File: config.mk
export PLATFORM = sky130hd
export DESIGN_NAME = dps_port
export DESIGN_NICKNAME = d
export VERILOG_FILES = /design/src/dps_port.v
export VERILOG_INCLUDE_DIRS = /design/src
export SDC_FILE = /design/constraint.sdc
export NUM_CORES = 1
export LEC_CHECK = 0
export ABC_AREA = 1
export BUFFER_PORTS_ARGS = -buffer_cell sky130_fd_sc_hd__buf_2
export CORE_UTILIZATION = 35
export DETAILED_ROUTE_END_ITERATION = 16
export HOLD_SLACK_MARGIN = 0.06
export PLACE_DENSITY = 0.64
export SLEW_MARGIN = 40
export SYNTH_ARGS = -nofsm -noshare
export SYNTH_HDL_FRONTEND = slang
export SYNTH_SLANG_ARGS = --single-unit
export TNS_END_PERCENT = 100
File: constraint.sdc
create_clock -name core_clk -period 1.27 [get_ports core_clk]
set_input_delay 0.1905 -clock core_clk [delete_from_list [all_inputs] [get_ports core_clk]]
set_output_delay 0.1905 -clock core_clk [all_outputs]
set_load 0.01 [all_outputs]
File: src/dps_map.vh
// dps_map.vh: constants for the memory port pin driver and strap decoder
// assumes: included by the design file by bare name; no other contents
`ifndef DPS_MAP_VH
`define DPS_MAP_VH
// memory type codes
`define DPS_MT_SDRAM 2'h0
`define DPS_MT_RSVD 2'h1
`define DPS_MT_DDR 2'h2
`define DPS_MT_DDR2 2'h3
// memory clock codes
`define DPS_MC_100 2'h0
`define DPS_MC_133 2'h1
`define DPS_MC_166 2'h2
`define DPS_MC_200 2'h3
// cpu clock codes
`define DPS_CC_BYPASS 3'h0
`define DPS_CC_EQUAL 3'h1
`define DPS_CC_300 3'h4
// strap field positions on the address bus
`define DPS_STRAP_ADDROPT 1
`define DPS_STRAP_PLLTEST 3
`define DPS_STRAP_MCLK_LO 4
`define DPS_STRAP_CCLK_LO 5
`define DPS_STRAP_CCLK_HI 7
`define DPS_STRAP_JTAG 8
`define DPS_STRAP_MCLK_HI 10
// strap defaults (reset values of the decoded settings)
`define DPS_RST_MTYPE 2'h3
`define DPS_RST_MCLK 2'h1
`define DPS_RST_CCLK 3'h4
`define DPS_RST_ADDROPT 1'h1
`define DPS_RST_PLLTEST 1'h0
`define DPS_RST_JTAG 1'h1
// cycles that the strap inputs must agree before release (at 8 ns)
`define DPS_STRAP_SETTLE_NS 64
`define DPS_STRAP_SETTLE_CYC 8
`endif

File: src/dps_port.v
// dps_port.v: memory-side pin driver and reset-time strap decoder
// assumes: core_clk at 125 MHz; the memory command sequencer sits upstream on core_clk;
// strap pins and power_ok_in come from outside and are sampled through three flops
`timescale 1ns/100ps
`include "dps_map.vh"

module dps_port #(
	parameter AW = 14,
	parameter DW = 16,
	parameter SETTLE = `DPS_STRAP_SETTLE_CYC
) (
	// clock and reset
	input wire core_clk,
	input wire arst_n,
	input wire power_ok_in,
	// memory clock request from the sequencer, one bit per phase
	input wire cmd_clk_phase,
	// command from the sequencer, active high
	input wire cmd_row,
	input wire cmd_col,
	input wire cmd_write,
	input wire [1:0] cmd_cs,
	input wire [AW-1:0] cmd_addr,
	input wire [2:0] cmd_bank,
	input wire [1:0] cmd_byte_mask,
	input wire cmd_drive_data,
	input wire [DW-1:0] cmd_wdata,
	input wire cmd_dqs_level,
	// read data toward the sequencer
	output wire [DW-1:0] rd_data,
	output wire [1:0] rd_strobe,
	// memory pins
	output wire mem_clk_p,
	output wire mem_clk_n,
	output wire ras_n,
	output wire cas_n,
	output wire we_n,
	output wire [1:0] cs_n,
	output wire [1:0] dqm,
	input wire [1:0] dqs_i,
	output wire [1:0] dqs_o,
	output wire [1:0] dqs_oe,
	input wire [DW-1:0] mem_data_bus_i,
	output wire [DW-1:0] mem_data_bus_o,
	output wire mem_data_bus_oe,
	input wire [AW-1:0] mem_addr_bus_i,
	output wire [AW-1:0] mem_addr_bus_o,
	output wire mem_addr_bus_oe,
	input wire [2:0] bank_addr_i,
	output wire [2:0] bank_addr_o,
	output wire bank_addr_oe,
	// decoded settings
	output wire [1:0] mem_type,
	output wire [1:0] mem_clk_sel,
	output wire [2:0] cpu_clk_sel,
	output wire cpu_mem_clk_equal,
	output wire gpio_port_two,
	output wire pll_test_en,
	output wire jtag_en,
	output wire sys_rst_n,
	output wire pins_ready
);

	localparam ST_RESET = 3'b001;
	localparam ST_SETTLE = 3'b010;
	localparam ST_RUN = 3'b100;

	// reset sequence states, one hot:
	//   ST_RESET  power not yet good; pins idle and released, straps tracked
	//   ST_SETTLE power good; straps must hold steady for SETTLE cycles
	//   ST_RUN    settings frozen; address and bank pins driven as memory pins
	// a power loss in any state returns to ST_RESET, which releases the pins
	// again so the strap resistors show and are sampled afresh
	// hazards:
	//   the strap pins double as address outputs, so the decode must be frozen
	//   before the drivers turn on, else the design would read its own address
	//   the settle counter restarts on any strap change, so a slow pull-up that
	//   is still charging cannot be latched half way
	//   nothing here times memory commands; the upstream sequencer owns that

	// ==========================================================
	// input synchronisers
	// ==========================================================
	reg [2:0] pg_sync_ff;
	reg pg_lvl_ff;
	reg [AW-1:0] a_s1_ff, a_s2_ff, a_s3_ff;
	reg [2:0] b_s1_ff, b_s2_ff, b_s3_ff;
	wire pg_ok;

	// power good through three flops
	always @(posedge core_clk or negedge arst_n) begin
		if (!arst_n) begin
			pg_sync_ff <= 3'h0;
		end else begin
			pg_sync_ff <= {pg_sync_ff[1:0], power_ok_in};
		end
	end

	// filtered power good level: a change counts only once the last two flops agree,
	// so a single-cycle glitch on the supply monitor never restarts the strap sequence
	always @(posedge core_clk or negedge arst_n) begin
		if (!arst_n) begin
			pg_lvl_ff <= 1'b0;
		end else if (pg_sync_ff[1] == pg_sync_ff[2]) begin
			pg_lvl_ff <= pg_sync_ff[2];
		end
	end
	assign pg_ok = pg_lvl_ff;

	// the strap levels pass three flops like power good; the decode reads the
	// third flop and the settle counter compares the second with the third,
	// so a level is only used once two flops agree on it
	// strap levels through three flops
	always @(posedge core_clk or negedge arst_n) begin
		if (!arst_n) begin
			a_s1_ff <= {AW{1'b0}};
			a_s2_ff <= {AW{1'b0}};
			a_s3_ff <= {AW{1'b0}};
			b_s1_ff <= 3'h0;
			b_s2_ff <= 3'h0;
			b_s3_ff <= 3'h0;
		end else begin
			a_s1_ff <= mem_addr_bus_i;
			a_s2_ff <= a_s1_ff;
			a_s3_ff <= a_s2_ff;
			b_s1_ff <= bank_addr_i;
			b_s2_ff <= b_s1_ff;
			b_s3_ff <= b_s2_ff;
		end
	end

	// ==========================================================
	// reset sequence and strap capture
	// ==========================================================
	reg [2:0] state_ff, nxt_state;
	reg [7:0] cnt_ff;
	reg [1:0] mtype_ff;
	reg [1:0] mclk_ff;
	reg [2:0] cclk_ff;
	reg addropt_ff, plltest_ff, jtag_ff;
	reg cceq_ff;
	reg sysrst_n_ff, ready_ff;
	wire straps_stable;

	assign straps_stable = (a_s2_ff == a_s3_ff) && (b_s2_ff[1:0] == b_s3_ff[1:0]);

	// next state: wait for power good, then settle straps, then release
	always @* begin
		nxt_state = state_ff;
		case (state_ff)
			ST_RESET: begin
				if (pg_ok) begin
					nxt_state = ST_SETTLE;
				end
			end
			ST_SETTLE: begin
				if (!pg_ok) begin
					nxt_state = ST_RESET;
				end else if (cnt_ff == SETTLE[7:0] - 8'h01) begin
					nxt_state = ST_RUN;
				end
			end
			ST_RUN: begin
				if (!pg_ok) begin
					nxt_state = ST_RESET;
				end
			end
			default: begin
				nxt_state = ST_RESET;
			end
		endcase
	end

	// state, settle counter and latched settings
	always @(posedge core_clk or negedge arst_n) begin
		if (!arst_n) begin
			state_ff <= ST_RESET;
			cnt_ff <= 8'h00;
			mtype_ff <= `DPS_RST_MTYPE;
			mclk_ff <= `DPS_RST_MCLK;
			cclk_ff <= `DPS_RST_CCLK;
			addropt_ff <= `DPS_RST_ADDROPT;
			plltest_ff <= `DPS_RST_PLLTEST;
			jtag_ff <= `DPS_RST_JTAG;
			cceq_ff <= 1'b0; // default cpu code is not the equal code
			sysrst_n_ff <= 1'b0;
			ready_ff <= 1'b0;
		end else begin
			state_ff <= nxt_state;
			sysrst_n_ff <= (nxt_state == ST_RUN);
			ready_ff <= (nxt_state == ST_RUN);
			if (state_ff == ST_SETTLE && straps_stable) begin
				cnt_ff <= cnt_ff + 8'h01;
			end else begin
				cnt_ff <= 8'h00;
			end
			// capture only while pins are released; held in run
			if (state_ff != ST_RUN) begin
				mtype_ff <= b_s3_ff[1:0];
				mclk_ff <= {a_s3_ff[`DPS_STRAP_MCLK_HI], a_s3_ff[`DPS_STRAP_MCLK_LO]};
				cclk_ff <= a_s3_ff[`DPS_STRAP_CCLK_HI:`DPS_STRAP_CCLK_LO];
				cceq_ff <= (a_s3_ff[`DPS_STRAP_CCLK_HI:`DPS_STRAP_CCLK_LO] == `DPS_CC_EQUAL);
				addropt_ff <= a_s3_ff[`DPS_STRAP_ADDROPT];
				plltest_ff <= a_s3_ff[`DPS_STRAP_PLLTEST];
				jtag_ff <= a_s3_ff[`DPS_STRAP_JTAG];
			end
		end
	end

	// ==========================================================
	// memory pin drivers
	// ==========================================================
	reg clkp_ff, clkn_ff;
	reg ras_n_ff, cas_n_ff, we_n_ff;
	reg [1:0] cs_n_ff, dqm_ff, dqs_o_ff, dqs_oe_ff, rd_strb_ff;
	reg [DW-1:0] wd_ff, rd_ff;
	reg wd_oe_ff, a_oe_ff;
	reg [AW-1:0] addr_ff;
	reg [2:0] bank_ff;
	wire run;
	wire ddr_mode;

	assign run = (state_ff == ST_RUN);
	assign ddr_mode = mtype_ff[1];

	// every pin is registered so the memory sees clean edges one core cycle
	// after the sequencer asks; the sequencer accounts for that fixed latency
	// outside run every strobe and select is forced inactive and the masks high,
	// so a memory that is still powering up never sees a stray command
	// the second select is held off in ddr2 mode whatever the sequencer asks,
	// because only the first select reaches a ddr2 device
	// data strobes are driven only in the double data rate types; in sdram mode
	// the strobe pins stay released and the captured strobe reads as zero
	// the memory clock pair is built from the sequencer's phase request, so its
	// rate is whatever the sequencer toggles; both halves come from flops
	// the address and bank drivers share one enable, raised only in run, so the
	// strap resistors are never fought while the settings are being sampled
	// write data and its enable move together; the data flop runs freely but
	// is only seen on the pins while the enable stands

	// registered command and data pins; idle values outside run
	always @(posedge core_clk or negedge arst_n) begin
		if (!arst_n) begin
			clkp_ff <= 1'b0;
			clkn_ff <= 1'b1;
			ras_n_ff <= 1'b1;
			cas_n_ff <= 1'b1;
			we_n_ff <= 1'b1;
			cs_n_ff <= 2'h3;
			dqm_ff <= 2'h3;
			dqs_o_ff <= 2'h0;
			dqs_oe_ff <= 2'h0;
			wd_ff <= {DW{1'b0}};
			wd_oe_ff <= 1'b0;
			addr_ff <= {AW{1'b0}};
			bank_ff <= 3'h0;
			a_oe_ff <= 1'b0;
			rd_ff <= {DW{1'b0}};
			rd_strb_ff <= 2'h0;
		end else begin
			clkp_ff <= run & cmd_clk_phase;
			clkn_ff <= ~(run & cmd_clk_phase);
			ras_n_ff <= ~(run & cmd_row);
			cas_n_ff <= ~(run & cmd_col);
			we_n_ff <= ~(run & cmd_write);
			cs_n_ff[0] <= ~(run & cmd_cs[0]);
			cs_n_ff[1] <= ~(run & cmd_cs[1] & (mtype_ff != `DPS_MT_DDR2));
			dqm_ff <= run ? cmd_byte_mask : 2'h3;
			dqs_oe_ff <= {2{run & ddr_mode & cmd_drive_data}};
			dqs_o_ff <= {2{cmd_dqs_level}};
			wd_ff <= cmd_wdata;
			wd_oe_ff <= run & cmd_drive_data;
			addr_ff <= cmd_addr;
			bank_ff <= cmd_bank;
			a_oe_ff <= run;
			rd_ff <= mem_data_bus_i;
			rd_strb_ff <= ddr_mode ? dqs_i : 2'h0;
		end
	end

	// limitations:
	//   read data is taken one core cycle after the pins with no strobe
	//   alignment; a capture stage timed by the data strobe belongs upstream
	//   the equality flag is decoded at capture time and frozen with the rest
	//   of the settings, so it never glitches while the code is being sampled
	//   bank bit 2 is driven but never sampled as a strap
	// outputs straight from flops
	assign mem_clk_p = clkp_ff;
	assign mem_clk_n = clkn_ff;
	assign ras_n = ras_n_ff;
	assign cas_n = cas_n_ff;
	assign we_n = we_n_ff;
	assign cs_n = cs_n_ff;
	assign dqm = dqm_ff;
	assign dqs_o = dqs_o_ff;
	assign dqs_oe = dqs_oe_ff;
	assign mem_data_bus_o = wd_ff;
	assign mem_data_bus_oe = wd_oe_ff;
	assign mem_addr_bus_o = addr_ff;
	assign mem_addr_bus_oe = a_oe_ff;
	assign bank_addr_o = bank_ff;
	assign bank_addr_oe = a_oe_ff;
	assign rd_data = rd_ff;
	assign rd_strobe = rd_strb_ff;
	assign mem_type = mtype_ff;
	assign mem_clk_sel = mclk_ff;
	assign cpu_clk_sel = cclk_ff;
	assign cpu_mem_clk_equal = cceq_ff;
	assign gpio_port_two = addropt_ff;
	assign pll_test_en = plltest_ff;
	assign jtag_en = jtag_ff;
	assign sys_rst_n = sysrst_n_ff;
	assign pins_ready = ready_ff;

endmodule // dps_port

* Word level (Yosys, flattened, before mapping)
Cells that the tools add are included.
Word-level totals: bits in registers 139, bits in latches 0, RAM bits 0, bits in read-only memories 0, input bits 81, output and inout bits 80, memories 0
Operators by class: add/sub/neg operators 1, multipliers 0, divide/modulo/power cells 0, $lt $le $gt $ge 0, eq/ne operators 11, shift-type cells 0, muxes and demuxes 8, bitwise gates (word level) 16, reductions and logical operators 2
Operator list (count):
- 14-bit == test | 1
- 3-bit 2-to-1 mux | 4
- 1-bit AND | 10
- 3-bit one-hot mux with 3 select lines | 1
- 8-bit by 1-bit adder with 8-bit output (second input constant) | 1
- 8-bit by 3-bit == test with 1-bit output (second input constant) | 1
- 8-bit 2-to-1 mux | 1
- 3-bit by 1-bit == test with 1-bit output (second input constant) | 2
- 3-bit == test (second input constant) | 2
- 1-bit inverter | 6
- 2-bit 2-to-1 mux | 2
- 3-bit by 2-bit == test with 1-bit output (second input constant) | 1
- 3-bit != test (second input constant) | 1
- 2-bit == test | 1
- 1-bit logical AND | 2
- 2-bit != test (second input constant) | 1
- 1-bit == test | 1

* Logic depth before layout (Yosys ltp)
word-level depth 5, gate-level depth with buffers 8, depth with buffers taken out 8

* Least setup slack after synthesis
OpenSTA, ideal clock, no wires.
kind register to register, start register state_ff[1], end register ready_ff (netlist: pins_ready), library setup time 120 ps, arrival time 1024 ps, slack 127 ps, stages on the path, launching flop included 7, buffers on the path 0, cell sequence dfrtp_1 nor3_4 nor2_1 nand2_1 nand2_2 a21oi_2 nor2_1
RTL lines:
- start, declared | line dps_port.v:135 | reg [2:0] state_ff, nxt_state;
- start signal, assigned | line dps_port.v:189 | state_ff <= nxt_state;
- 3-bit == test, or another cell as far along | line dps_port.v:150 | case (state_ff)
- 3-bit one-hot mux with 3 select lines * | line dps_port.v:150
- named net nxt_state[0] | line dps_port.v:135
- 3-bit == test * | line dps_port.v:191 | ready_ff <= (nxt_state == ST_RUN);
- end signal, assigned | line dps_port.v:191
- end, declared | line dps_port.v:142 | reg sysrst_n_ff, ready_ff;
Mark *: on every way through the listed nets, which the timed path passes. The rest lies on a longest branch. A chain may end at the register's enable or synchronous reset.

* Worst setup path in the final report
start register state_ff[0], end register ready_ff (netlist: pins_ready)
On the way: longest elaborated chain between the ends 4
Ends and longest elaborated chain:
- 3-bit 2-to-1 mux | line dps_port.v:159 | end else if (cnt_ff == SETTLE[7:0] - 8'h01) begin
- 3-bit 2-to-1 mux | line dps_port.v:157 | if (!pg_ok) begin
- 3-bit one-hot mux with 3 select lines * | line dps_port.v:150
- named net nxt_state[0] | line dps_port.v:135
- 3-bit == test * | line dps_port.v:191
Marked as above.

==> insert_results.sql <==
INSERT INTO impl_metrics (metric_group, metric, value, unit) VALUES
('setup_path', 'crit_arrival', '1.56', 'ns'),
('synth', 'synth_edf_count', '0', ''),
('sta', 'timing.clock.skew', '0.00679', 'ns'),
('final_layout', 'layout.cells.non_filler', '727', ''),
('placement', 'buffers_added_on_ports', '159', ''),
('power_and_ir_drop', 'total_leakage_power', '3.42', 'nW'),
('synth', 'mean_instance_size_in_the_synthesized_netlist', '14.0', 'sq um'),
('routing', 'number_of_remaining_drc_errors', '0', ''),
('floorplanning', 'start_util', '36.6', '%'),
('sta', 'timing.setup.tns', '0', 'ns'),
('synth', 'synth.lib_cells_used.distinct', '24', ''),
('synth', 'synthMuxAreaShare', '0', '%'),
('setup_path', 'cpMaxStageDelayCell', 'dfstp_2', ''),
('clocking', 'cts_inserted_buffers', '17', ''),
('synth', 'nets_in_the_synthesized_netlist', '387', ''),
('clocking', 'clk_root_buffer_cell', 'clkbuf_16', ''),
('placement', 'place.detailed.instances', '608', ''),
('routing', 'detailroute.via_count', '3110', ''),
('setup_path', 'cp_max_fo', '3', ''),
('synth', 'synth-seq-area-share', '81.8', '%'),
('synth', 'ys_warn_count', '0', ''),
('sta', 'unrepaired_setup_endpoints_after_global_routing', 'yes', ''),
('sta', 'setup_viol_count_final', '0', ''),
('synth', 'synth_seq_cells', '139', ''),
('global_route', 'globalRoute.busiestLayer', 'met2', ''),
('placement', 'weighted_congestion_reported_at_the_end_of_routability_driven_placement', '0.753', ''),
('global_route', 'grt_start_max_net_pins', '36', ''),
('sta', 'worst_hold_slack', '0.235', 'ns'),
('setup_path', 'worst-r2r-setup-slack', '0.002', 'ns'),
('global_route', 'grt.overflow.total', '0', ''),
('power_and_ir_drop', 'power-per-cell-area', '1670', 'mW/mm^2'),
('synth', 'netlist_top_cells_area', 'dfrtp_1 (73%), dfstp_2 (9.2%), nand2_1 (5.4%), inv_1 (2.9%), nor2_1 (2.3%)', ''),
('global_route', 'global_route.usage.total', '16.5', '%'),
('synth', 'synth_largest_type_area_fraction', '72.6', '%'),
('routing', 'drt-wirelength-per-cell', '13.1', 'um'),
('final_layout', 'area_delta_synth_final', '61.7', '%'),
('synth', 'simple_gate_portion_of_the_synthesized_area', '10.3', '%'),
('floorplanning', 'core', '0.0117', 'sq mm'),
('setup_path', 'slowest_cell_delay_on_critical_path', '0.59', 'ns'),
('synth', 'synthMostInstantiatedCell', 'dfrtp_1', ''),
('setup_path', 'worst-setup-path-type', 'flip-flop to flip-flop', ''),
('placement', 'hpwl', '5.69', 'mm'),
('final_layout', 'diodes', '0', ''),
('final_layout', 'final_layout_size_suffix_gt1_share', '41.3', '%'),
('setup_path', 'timing.reg2reg.worst_path_depth', '7', ''),
('synth', 'synth_top_family_by_area', 'simple AND/OR/NAND/NOR gates', ''),
('floorplanning', 'die_h', '113', 'um'),
('outcome', 'outcome', 'complete, no violations', ''),
('setup_path', 'end_kind', 'flip-flop', ''),
('min_path', 'hold_path.class', 'input pin to async pin', ''),
('synth', 'postSynthCellCount', '305', ''),
('sta', 'layout_worst_path_cycle_share', '99.9', '%'),
('floorplanning', 'pin_count', '161', ''),
('synth', 'synthXorXnorAreaFrac', '2.05', '%'),
('setup_path', 'startpoint_class', 'flip-flop', ''),
('sta', 'final_critical_path_setup_slack', '0.00173', 'ns'),
('synth', 'synth_adder_area_share', '0.527', '%'),
('synth', 'synth_compound_gate_area_share', '1.49', '%'),
('sta', 'worst_pin_slew', '0.313', 'ns'),
('power_and_ir_drop', 'vdd_ir_drop_max', '1070', 'uV'),
('flow_run', 'max-cap-violations', '0', ''),
('routing', 'routed_via_density', '4.28', ''),
('routing', 'antenna_violating_nets_post_route', '0', ''),
('global_route', 'global_route_wire_length_before_repair', '15.7', 'mm'),
('routing', 'first_pass_iters', '4', ''),
('global_route', 'first_global_vias', '3419', ''),
('global_route', 'gr-usage-met2', '27.8', '%'),
('floorplanning', 'rows', '39', ''),
('setup_path', 'cp_cell_sequence', 'nor3_4 > buf_4 > nor2_1 > nand2_1 > nand2_2 > buf_4 > nor2_1', ''),
('setup_path', 'critical_path.reg2reg.startpoint', 'state_ff[0]', ''),
('floorplanning', 'fp.dieArea', '0.0127', 'sq mm');
## critical path, delay by kind of cell (launching register included)
kind | cells | cell delay [ns]
simple gates | 5 | 0.32
flops | 1 | 0.59
buf+inv | 2 | 0.25
## layer usage
metal / vias to the layer above / wire [um]
li1: 1459 / -
met1: 1498 / 3880
met2: 140 / 4720
met3: 13 / 770
met4: 0 / 135
met5: - / 0
## report_power, final
| part | leakage, nW | total, mW | internal [mW] | switching [mW] |
|---|---|---|---|---|
| Clock | 0.299 | 5.13 | 3.37 | 1.76 |
| Sequential | 1.64 | 5.01 | 4.82 | 0.185 |
| Combinational | 1.48 | 1.38 | 0.710 | 0.674 |
| Total | 3.42 | 11.5 | 8.91 | 2.62 |
## sequential cells by signal (all words and copies together), names as in the netlist, 3 cells and up
| name | count |
|---|---|
| a_s1_ff | 14 |
| a_s2_ff | 14 |
| a_s3_ff | 14 |
| bank_addr_o | 3 |
| cnt_ff | 8 |
| cpu_clk_sel | 3 |
| mem_addr_bus_o | 14 |
| mem_data_bus_o | 16 |
| pg_sync_ff | 3 |
| rd_data | 16 |
| state_ff | 3 |
## through the flow
stage	area, sq um	total power, mW
3_5_place_dp	5310	6.06
4_1_cts	6840	11.6
3_3_place_gp	5310	6.02
2_1_floorplan	4270	5.51
6_report	6910	11.5
5_1_grt	6910	12.0
## cell families after synthesis
family	Yosys count
AOI/OAI and AO/OA	11
xor gates and xnor gates	10
adders and majority gates	2
buffers and inverters	39
DFF	139
and+or+nand+nor	104
## final cells by class
class / instances / area, sq um / share of cell area (%)
clock buffer: 20 / 457 / 6.61
clock inverter: 10 / 166 / 2.41
inverter: 33 / 126 / 1.83
multi-input combinational: 127 / 676 / 9.78
sequential: 139 / 3500 / 50.6
tap: 143 / 179 / 2.59
timing repair buffer: 255 / 1810 / 26.2
## what timing repair did
action / CTS / global route
gates resized for setup: 17 / 16
endpoints found under the setup margin: 12 / 27
hold buffers: 79 / 0
pin swaps: 3 / 4
setup buffers: 6 / 4
hold endpoints to repair: 217 / 0
## worst max path at each step
| stage | from | to | slack [ns] | depth (start not counted) |
|---|---|---|---|---|
| finish | state_ff[0] | pins_ready | 0.002 | 7 |
| global route | state_ff[2] | state_ff[2] | -0.08 | 8 |
| CTS | state_ff[2] | pins_ready | -0.02 | 8 |
| detailed placement | a_s3_ff[8] | cnt_ff[5] | -0.09 | 6 |
| global placement | a_s2_ff[4] | cnt_ff[0] | -0.02 | 7 |
| floorplan | state_ff[1] | pins_ready | 0.13 | 6 |
## layout by cell type, fill, tap and decap left out, types with 2 or more instances in the layout
master / count
nor2_1: 19
clkbuf_8: 2
nand2_1: 59
bufinv_16: 4
o21ai_0: 5
dlygate4sd3_1: 79
dfstp_2: 15
buf_4: 11
nand2_2: 3
o21ai_1: 2
nor2_4: 3
xor2_1: 6
clkinvlp_4: 2
nor2_2: 4
nand3_1: 7
or2_2: 2
buf_2: 152
clkbuf_16: 17
inv_1: 31
dfrtp_1: 124
buf_12: 3
buf_6: 9
xnor2_1: 4
clkinv_4: 2
nor3_4: 2
Power figures use the tool's default switching activity.
